[src/pkg/dac_loader_pkg.sv]
// Overview of operation
// - 24-bit shift register, word sent MSB first
// - data sampled on rising serial clock edge
// - word is 8-bit address, 16-bit data
// - latch rising edge captures last 24 bits
// - shifting continues regardless of latch level
// - host gives exactly 24 edges before latch
// - short or long bit count makes word invalid
// - host latches right after correct count
// - first MSB edge starts a write cycle
// - serial clock no faster than 30 MHz
// - top four code bits become 15-line thermometer
// - code bits 11:4 or 11:0 drive ladder switches
// - configuration selects one of three ranges
// - address 0x01 loads the code register
// - address 0x55 loads the configuration register
// - latch loads addressed register, code updates output
// - clear forces zero-scale output of range
package dac_loader_pkg;
	localparam int          WORD_BITS      = 24;
	localparam int          DATA_BITS      = 16;
	localparam int          ADDR_BITS      = 8;
	localparam int          CNT_BITS       = 5;
	localparam int          THERMO_LINES   = 15;
	localparam int          LADDER_BITS    = 12;
	localparam logic [7:0]  ADDR_NOP       = 8'h00;
	localparam logic [7:0]  ADDR_CODE      = 8'h01;
	localparam logic [7:0]  ADDR_CONFIG    = 8'h55;
	localparam logic [15:0] CODE_RESET     = 16'h0000;
	localparam logic [15:0] CONFIG_RESET   = 16'h0000;
	localparam int          RANGE_LSB      = 0;
	localparam int          OUTEN_BIT      = 12;
	localparam logic [2:0]  RANGE_4_20     = 3'h5;
	localparam logic [2:0]  RANGE_0_20     = 3'h6;
	localparam logic [2:0]  RANGE_0_24     = 3'h7;
	localparam int          CLK_MHZ        = 40;
	localparam int          SCLK_MAX_MHZ   = 30;
	localparam int          SCLK_DIV       = (CLK_MHZ + SCLK_MAX_MHZ - 1)
		/ SCLK_MAX_MHZ;
	localparam int          HALF_CYCLES    = SCLK_DIV;
endpackage

[src/pkg/dac_link_if.sv]
`timescale 1ns/10ps
interface dac_link_if;
	logic serial_clock;
	logic serial_in_line;
	logic latch;
	modport host (output serial_clock, output serial_in_line, output latch);
	modport device (input serial_clock, input serial_in_line, input latch);
endinterface

[src/rtl/dac_device_end.sv]
`timescale 1ns/10ps
module dac_device_end
	import dac_loader_pkg::*;
(
	input  wire logic                    clock_in,
	input  wire logic                    sys_rst_in,
	input  wire logic                    clear_in,
	input  wire logic                    wide_mode_in,
	output logic [THERMO_LINES-1:0]      thermometer_segment_controls_out,
	output logic [LADDER_BITS-1:0]       ladder_switch_controls_out,
	output logic [2:0]                   range_out,
	output logic                         output_enable_out,
	output logic                         zero_scale_out,
	output logic                         word_error_out,
	dac_link_if.device                   link
);
	typedef struct packed {
		logic [2:0]            sclk_sync;
		logic [2:0]            sdi_sync;
		logic [2:0]            latch_sync;
		logic [1:0]            clr_sync;
		logic [WORD_BITS-1:0]  shift;
		logic [CNT_BITS:0]     edges;
		logic [DATA_BITS-1:0]  code;
		logic [DATA_BITS-1:0]  config_word;
		logic [THERMO_LINES-1:0] thermo;
		logic [LADDER_BITS-1:0] ladder;
		logic                  zero;
		logic                  error;
	} dev_state_t;
	dev_state_t state_reg, state_next;

	logic                    sclk_rise;
	logic                    latch_rise;
	logic [ADDR_BITS-1:0]    addr_field;
	logic [DATA_BITS-1:0]    data_field;
	logic                    code_load;
	logic [DATA_BITS-1:0]    code_eff;
	logic [3:0]              seg;
	logic [THERMO_LINES-1:0] thermo_v;
	logic [LADDER_BITS-1:0]  ladder_v;

	// only stage 1 and 2 feed edge detection; stage 0 stays private
	assign sclk_rise  = state_reg.sclk_sync[1] & ~state_reg.sclk_sync[2];
	assign latch_rise = state_reg.latch_sync[1] & ~state_reg.latch_sync[2];
	assign addr_field = state_reg.shift[WORD_BITS-1 -: ADDR_BITS];
	assign data_field = state_reg.shift[DATA_BITS-1:0];
	assign code_load  = latch_rise && addr_field == ADDR_CODE
		&& state_reg.edges == 6'(WORD_BITS);
	// decoded outside the state process so the segment lines form no loop;
	// clear wins over a load in the same cycle
	assign code_eff   = state_reg.clr_sync[1] ? {DATA_BITS{1'b0}}
		: (code_load ? data_field : state_reg.code);
	assign seg        = code_eff[DATA_BITS-1 -: 4];

	generate
		for (genvar i = 0; i < THERMO_LINES; i++) begin : g_thermo
			assign thermo_v[i] = (seg > 4'(i));
		end
	endgenerate

	always_comb begin
		state_next = state_reg;
		state_next.sclk_sync  = {state_reg.sclk_sync[1:0], link.serial_clock};
		state_next.sdi_sync   = {state_reg.sdi_sync[1:0], link.serial_in_line};
		state_next.latch_sync = {state_reg.latch_sync[1:0], link.latch};
		state_next.clr_sync   = {state_reg.clr_sync[0], clear_in};
		// sampling is keyed to the synchronised edge, so the link must run
		// well below the system clock; 30 MHz host needs a faster clock_in
		if (sclk_rise) begin
			state_next.shift = {state_reg.shift[WORD_BITS-2:0],
				state_reg.sdi_sync[2]};
			// count saturates so over-long frames stay detectable
			if (state_reg.edges != '1) begin
				state_next.edges = state_reg.edges + 6'h01;
			end
		end
		if (latch_rise) begin
			state_next.edges = '0;
			if (state_reg.edges != 6'(WORD_BITS)) begin
				state_next.error = 1'b1;
			end else begin
				state_next.error = 1'b0;
				unique case (addr_field)
					ADDR_CODE:   state_next.code = data_field;
					ADDR_CONFIG: state_next.config_word = data_field;
					default:     ;
				endcase
			end
		end
		if (wide_mode_in) begin
			ladder_v = code_eff[LADDER_BITS-1:0];
		end else begin
			ladder_v = {4'h0, code_eff[DATA_BITS-5 -: 8]};
		end
		state_next.thermo = thermo_v;
		state_next.ladder = ladder_v;
		state_next.zero = state_reg.clr_sync[1];
	end

	always_ff @(posedge clock_in or posedge sys_rst_in) begin
		if (sys_rst_in) begin
			state_reg <= '0;
		end else begin
			state_reg <= state_next;
		end
	end

	assign thermometer_segment_controls_out = state_reg.thermo;
	assign ladder_switch_controls_out = state_reg.ladder;
	assign range_out = state_reg.config_word[RANGE_LSB +: 3];
	assign output_enable_out = state_reg.config_word[OUTEN_BIT];
	assign zero_scale_out = state_reg.zero;
	assign word_error_out = state_reg.error;
endmodule

[src/flat_wrapper.sv]
// flat-port wrapper written by rule: the top's interface ports become plain ports
module dac_device_end_flat import dac_loader_pkg::*;
  (clock_in, sys_rst_in, clear_in, wide_mode_in, thermometer_segment_controls_out, ladder_switch_controls_out, range_out, output_enable_out, zero_scale_out, word_error_out, link_serial_clock, link_serial_in_line, link_latch);
  dac_link_if link_i ();
  input  wire logic clock_in;
  input  wire logic sys_rst_in;
  input  wire logic clear_in;
  input  wire logic wide_mode_in;
  output logic [THERMO_LINES-1:0] thermometer_segment_controls_out;
  output logic [LADDER_BITS-1:0] ladder_switch_controls_out;
  output logic [2:0] range_out;
  output logic output_enable_out;
  output logic zero_scale_out;
  output logic word_error_out;
  input wire logic [$bits(link_i.serial_clock)-1:0] link_serial_clock;
  input wire logic [$bits(link_i.serial_in_line)-1:0] link_serial_in_line;
  input wire logic [$bits(link_i.latch)-1:0] link_latch;
  assign link_i.serial_clock = link_serial_clock;
  assign link_i.serial_in_line = link_serial_in_line;
  assign link_i.latch = link_latch;
  dac_device_end u_core (.clock_in(clock_in), .sys_rst_in(sys_rst_in), .clear_in(clear_in), .wide_mode_in(wide_mode_in), .thermometer_segment_controls_out(thermometer_segment_controls_out), .ladder_switch_controls_out(ladder_switch_controls_out), .range_out(range_out), .output_enable_out(output_enable_out), .zero_scale_out(zero_scale_out), .word_error_out(word_error_out), .link(link_i));
endmodule
[config.mk]
export PLATFORM = sky130hd
export DESIGN_NAME = dac_device_end_flat
export DESIGN_NICKNAME = d
export VERILOG_FILES = /design/src/pkg/dac_loader_pkg.sv /design/src/pkg/dac_link_if.sv /design/src/rtl/dac_device_end.sv /design/src/flat_wrapper.sv
export SDC_FILE = /design/constraint.sdc
export NUM_CORES = 1
export LEC_CHECK = 0
export BUFFER_PORTS_ARGS = -buffer_cell sky130_fd_sc_hd__buf_2
export CORE_MARGIN = 5
export CORE_UTILIZATION = 47
export CTS_BUF_LIST = sky130_fd_sc_hd__clkbuf_8
export DETAILED_ROUTE_END_ITERATION = 8
export PLACE_DENSITY = 0.63
export SYNTH_ARGS = -nofsm -noshare
export SYNTH_HDL_FRONTEND = slang
export SYNTH_SLANG_ARGS = --single-unit
[constraint.sdc]
create_clock -name clock_in -period 3.76 [get_ports clock_in]
set_input_delay 0 -clock clock_in [delete_from_list [all_inputs] [get_ports clock_in]]
set_output_delay 0 -clock clock_in [all_outputs]
set_load 0.01 [all_outputs]
==> qor.yml, run 1 <==
outcome: "finished clean"
io_pins: 40
dr.pass1.iters: 5
synth_seq_area_share_pct: 52.0
clockPowerShare_pct: 32.9
ys_ff_latch: 90
path_class: "reg -> reg"
period_minus_slack_ps: 2110
start_kind: "flop"
p_sw_uw: 532
slew_violations: 0
wl_per_cell_um: 14.2
fillers: 859
setup_viol_count_final: 0
seq_power_share_pct: 58.6
rsz0062_at_grt: "false"
critPathMaxFanout: 43
synth_warnings: 0
grt_pass1_wl_um: 13100
ir_drop_uv: 194
p_total_mw: 1.85
gp_congestion: 0.790
min_path_type: "in -> reg"
synth_mux_area_share_pct: 18.4
multiInputGateArea_mm2: 0.00171
drc: 0
coreArea_mm2: 0.00911
drive_gt1_share_pct: 24.8
synthTopCellsByArea: "dfrtp_1 (52%), mux2_4 (10%), nand2_1 (7.3%), mux2i_1 (6.2%), buf_4 (5.5%)"
wl_um: 7350
ys.flop_type: "dfrtp_1"
syn_area_mm2: 0.00433
nets: 411
dp_hpwl_um: 4760
tightest_slew_ps: 1170
die_h_um: 106
synthAdderAreaFrac_pct: 0.578
power.density_mw_per_mm2: 405
fp-row-count: 35
comb_power_share_pct: 8.5
diodes: 0
cts_max_path_buffers: 2
setup_tns_ps: 0
antenna_found_initial: 0
final_common_cell: "dfrtp_1"
syn_area_per_cell_um2: 10.8
worstSkewPairLatency_ps: 360
cts.reportedPaths.clkPinSlew_ps: 90
synth_top_family_by_area: "multiplexers"
cp.arrival_ps: 2360
synth_edf_count: 0
port_buffers: 39
swShare_pct: 28.7
vias: 2718
ctsHtreeMaxLevel: 3
grt_pass1_vias: 2667
area.sequential_mm2: 0.00225
maxCapViolations: 0
grt_use_total_pct: 14.3
synthArstFlopShare_pct: 100
syn_to_final_growth_pct: 5.55
synth_top_area_cell: "dfrtp_1"
leakagePower_nw: 2.47
yosysUniqueCellTypes: 37
max_clock_freq_mhz: 473
synth_nets: 409
die_w_um: 106
hold_viol_final: 0
cp_data_required_time_ps: 4010
synth_xor_area_share_pct: 0
clkSinkCount: 90
die_area_mm2: 0.0112
fin_crit_sh_pct: 56.2
grt_overflow: 0
cts_tree: "yes"
crit_path_end_kind: "flop"
postRouteAntennaNets: 0
synthSimpleGateAreaFrac_pct: 15.8
internal-power_mw: 1.32
skew_ps: 12.4
grt_max_degree: 50
largest_reg_flops: 25
synth-compound-area-share_pct: 4.45
via_per_inst: 5.25
initialDrtViolationCount: 100
syn_inst: 400
start_util_pct: 47.6
cts_buffers: 9
slew_headroom_pct: 22.1
cts_root_buffer: "clkbuf_8"
most-common-layout-cells: "dfrtp_1 (90), nand2_1 (84), buf_2 (39), nor2_1 (29), mux2_4 (29)"
synth_top_area_share_pct: 52.0
final timing paths:
path,startpoint,endpoint,slack (ps),depth (start not counted)
max reg2reg,u_core.state_reg[61]$_DFFE_PP0P_,u_core.state_reg[57]$_DFFE_PP0P_,1650,6
max,u_core.state_reg[61]$_DFFE_PP0P_,u_core.state_reg[57]$_DFFE_PP0P_,1650,6
min reg2reg,u_core.state_next[92]$_DFF_PP0_,u_core.state_next[1]$_DFF_PP0_,350,0
min in group asynchronous,sys_rst_in,u_core.state_next[100]$_DFF_PP0_,280,3
min,link_serial_in_line,u_core.state_next[97]$_DFF_PP0_,270,2
max in group asynchronous,sys_rst_in,u_core.state_next[92]$_DFF_PP0_,2440,4
routing by layer:
metal	track usage, %	part of all wire (%)
met3	2.85	4.7
met4	5.74	1.5
met1	19.9	48
met5	0	0
met2	22.1	46
synthesized netlist by cell type (3+ instances only):
master and number:
mux2i_1 27, a21oi_1 12, a211oi_1 3, nor3_1 5, buf_6 3, buf_4 32, mux2_2 8, nor2b_1 5
nand3b_1 3, a31oi_1 3, o21ai_0 7, mux2_4 29, nor2_1 29, buf_2 3, nand2_1 84, inv_1 6
nand3_1 5, dfrtp_1 90, clkbuf_1 17
cell families (layout without fill, tap and decap cells):
group                    after synthesis  after routing
multiplexers                          64             64
buffers and inverters                 63             70
adder cells (fa/ha/maj)                2              2
AO/OA/AOI/OAI                         32             32
flip-flops                            90             90
AND/OR/NAND/NOR                      149            149
power by group through the flow:
| stage | combinational [mW] | clock, mW | sequential, mW |
|---|---|---|---|
| after floorplan | 0.140 | 0 | 1.07 |
| after global placement | 0.151 | 0 | 1.10 |
| after detailed placement | 0.156 | 0 | 1.11 |
| after CTS | 0.160 | 0.628 | 1.09 |
| after global routing | 0.184 | 0.672 | 1.10 |
| final | 0.158 | 0.610 | 1.09 |
critical path, stage by stage, from the launching register on:
cell	delay [ps]
dfrtp_1	410
inv_1	80
ha_1	220
nor4b_2	180
nand4_4	100
buf_4	590
mux2_2	400
timing repair:
action | 4_1_cts | 5_1_grt
gates resized for setup | 0 | 0
setup buffers | 0 | 0
hold buffers | 5 | 0
setup endpoints to repair | 0 | 0
endpoints found under the hold margin | 45 | 0
layout make-up:
| type | count | area share (%) |
|---|---|---|
| Clock buffer | 9 | 2.71 |
| Clock inverter | 7 | 1.15 |
| Inverter | 6 | 0.520 |
| Multi-Input combinational cell | 247 | 37.3 |
| Sequential cell | 90 | 49.3 |
| Tap cell | 111 | 3.04 |
| Timing Repair Buffer | 48 | 6.02 |
stage by stage:
stage / cell area [µm²] / worst slack [ps] / utilization, % / instances / hold WS (ps)
finish: 4570 / 1650 / 50.2 / 518 / 273
global route: 4570 / 1540 / 50.2 / 518 / 279
CTS: 4570 / 1650 / 50.2 / 518 / 259
detailed placement: 4350 / 1660 / 47.7 / 497 / 109
global placement: 4350 / 1710 / 47.7 / 497 / 108
floorplan: 4330 / 1420 / - / 400 / 31.4
(Power assumes the default switching activity.)
==> inputs of run 2 (changes only) <==
- ABC_AREA: unset -> 1
- PLACE_DENSITY: 0.63 -> 0.66
- clock period: 3.76 -> 1.91 ns (I/O delays scaled with it)
==> run 2 against run 1 <==
Net effect: wire length fell by 8.6%; critical path type unchanged; total power rose by 90%; clock-buffer cell count did not move; global-route usage fell by 0.24 points; critical path depth rose by 3; largest power group unchanged.
==> qor.yml, run 2 <==
outcome: "finished clean"
wl_um: 6720
postRouteAntennaNets: 0
dr.pass1.iters: 4
place_inst: 484
grt_pass1_wl_um: 11000
power.density_mw_per_mm2: 831
diodes: 0
p_sw_uw: 940
ys.flop_type: "dfrtp_1"
leakagePower_nw: 2.11
synth_warnings: 0
slew_violations: 0
drive_gt1_share_pct: 26.2
cts.reportedPaths.clkPinSlew_ps: 100
skew_ps: 13.3
cts_tree: "yes"
r2r_slack_ps: 60
rsz0062_at_grt: "true"
nets: 420
yosysMostFrequentCell: "dfrtp_1"
cp.arrival_ps: 2140
synth_seq_area_share_pct: 61.1
setup_viol_count_final: 0
synth_nets: 382
grt_max_degree: 43
start_kind: "flop"
start_util_pct: 48.0
grt_use_total_pct: 14.1
synth_top_area_share_pct: 61.1
yosysUniqueCellTypes: 31
period_minus_slack_ps: 1850
clockPowerShare_pct: 32.7
rr_worst_depth: 9
coreArea_mm2: 0.00769
gp_congestion: 0.796
port_buffers: 39
crit_path_end_kind: "flop"
swShare_pct: 26.8
largest_reg_flops: 25
final_common_cell: "dfrtp_1"
finalCoreUtilization_pct: 55.0
cpMaxStageDelayCell: "dfrtp_1"
comb_power_share_pct: 8.8
p_total_mw: 3.51
die_area_mm2: 0.00972
via_per_inst: 4.86
r2r-end: "u_core.ladder_switch_controls_out[9]$_DFF_PP0_"
grt_overflow: 0
syn_area_per_cell_um2: 9.89
synthArstFlopShare_pct: 100
worstSkewPairLatency_ps: 360
synth_top_area_cell: "dfrtp_1"
die_h_um: 98.6
crit_chain: "inv_2 > ha_2 > nand3_2 > nor2_4 > buf_4 > nand3_4 > o21ai_2 > nand2_1 > nor2_1"
seq_power_share_pct: 58.5
ir_drop_uv: 388
internal-power_mw: 2.57
cts_root_buffer: "clkbuf_8"
reg2reg_from: "u_core.state_reg[61]$_DFFE_PP0P_"
initialDrtViolationCount: 93
syn_inst: 373
critPathMaxFanout: 7
setup_tns_ps: 0
max_stage_delay_ps: 440
cp_data_required_time_ps: 2200
io_pins: 40
holdWs_ps: 149
die_w_um: 98.6
antenna_found_initial: 0
fin_crit_sh_pct: 97.0
cts_max_path_buffers: 2
synth_edf_count: 0
slew_headroom_pct: 66.6
hold_viol_final: 0
most-common-layout-cells: "dfrtp_1 (90), nand2_1 (84), inv_1 (44), o21ai_0 (40), buf_2 (39)"
wl_per_cell_um: 13.0
tightest_slew_ps: 501
ys_ff_latch: 90
grt_pass1_vias: 2312
cts_buffers: 9
final_cells: 518
syn_area_mm2: 0.00369
clkSinkCount: 90
synth_common_cells: "dfrtp_1 (90), nand2_1 (85), inv_1 (45)"
min_path_type: "in -> async"
max_clock_freq_mhz: 540
syn_to_final_growth_pct: 14.6
path_class: "reg -> reg"
maxCapViolations: 0
synthTopCellsByArea: "dfrtp_1 (61%), nand2_1 (8.6%), buf_4 (6.1%), o21ai_0 (5.4%), inv_1 (4.6%)"
dp_hpwl_um: 4290
vias: 2520
ctsHtreeMaxLevel: 3
setup.worst_path.start: "u_core.state_reg[61]$_DFFE_PP0P_"
drc: 0
fp-row-count: 32
==> run 2: timing repair <==
| item | CTS | global route |
|---|---|---|
| cloned | 1 | 1 |
| endpoints found under the setup margin | 4 | 21 |
| hold buffers | 6 | 0 |
| gates resized for setup | 2 | 15 |
| buffers inserted | 0 | 10 |
| hold endpoints to repair | 98 | 0 |
| pin swaps | 0 | 4 |
==> run 2: power groups by stage <==
stage | Combinational (mW) | Sequential (mW) | Clock [mW]
global route | 0.358 | 2.07 | 1.25
finish | 0.308 | 2.06 | 1.15
floorplan | 0.189 | 2.08 | 0
detailed placement | 0.264 | 2.10 | 0
global placement | 0.256 | 2.09 | 0
CTS | 0.279 | 2.06 | 1.17
==> run 2: cell families after synthesis <==
| kind of cell | count (synthesis) | share of synthesized area (%) |
|---|---|---|
| fa+ha+maj | 2 | 0.678 |
| compound gates | 59 | 8.99 |
| simple gates | 136 | 17.1 |
| xor+xnor | 1 | 0.237 |
| flops | 90 | 61.1 |
| buf+inv | 85 | 12.0 |
==> run 2: worst max-delay path by stage <==
stage	endpoint	slack (ps)	depth (start not counted)
3_5_place_dp	u_core.ladder_switch_controls_out[4]$_DFF_PP0_	4	8
5_1_grt	u_core.ladder_switch_controls_out[5]$_DFF_PP0_	-30	8
6_report	u_core.ladder_switch_controls_out[9]$_DFF_PP0_	60	9
2_1_floorplan	u_core.ladder_switch_controls_out[4]$_DFF_PP0_	320	10
3_3_place_gp	u_core.ladder_switch_controls_out[7]$_DFF_PP0_	120	8
4_1_cts	u_core.thermometer_segment_controls_out[12]$_DFF_PP0_	-10	10
==> run 2: final cells by class <==
| cell class | instances | area (µm²) |
|---|---|---|
| fill | 677 | 3460 |
| sequential | 90 | 2250 |
| multi-input combinational | 200 | 1090 |
| timing repair buffer | 62 | 395 |
| inverter | 48 | 186 |
| tap | 102 | 128 |
| clock buffer | 9 | 124 |
| clock inverter | 7 | 46.3 |
==> run 2: metrics by stage <==
stage	worst slack [ps]	cell area, µm²
2_1_floorplan	321	3690
3_3_place_gp	125	3820
5_1_grt	-34.8	4230
3_5_place_dp	4.03	3820
6_report	56.4	4230
4_1_cts	-12.8	4070
==> run 2: metal layers <==
layer	vias to the layer above	track usage (%)	share of wire, %
met5	-	0	0
met4	0	6.72	3.0
met3	15	3.04	4.1
met2	60	21.0	46
met1	1206	19.8	47
li1	1239	-	-
==> run 2: critical path: cells and delay by family, from the launching register on <==
| kind | cells | cell delay [ps] |
|---|---|---|
| flip-flops | 1 | 440 |
| AO/OA/AOI/OAI | 1 | 210 |
| adder cells (fa/ha/maj) | 1 | 180 |
| AND/OR/NAND/NOR | 5 | 660 |
| buffers and inverters | 2 | 290 |
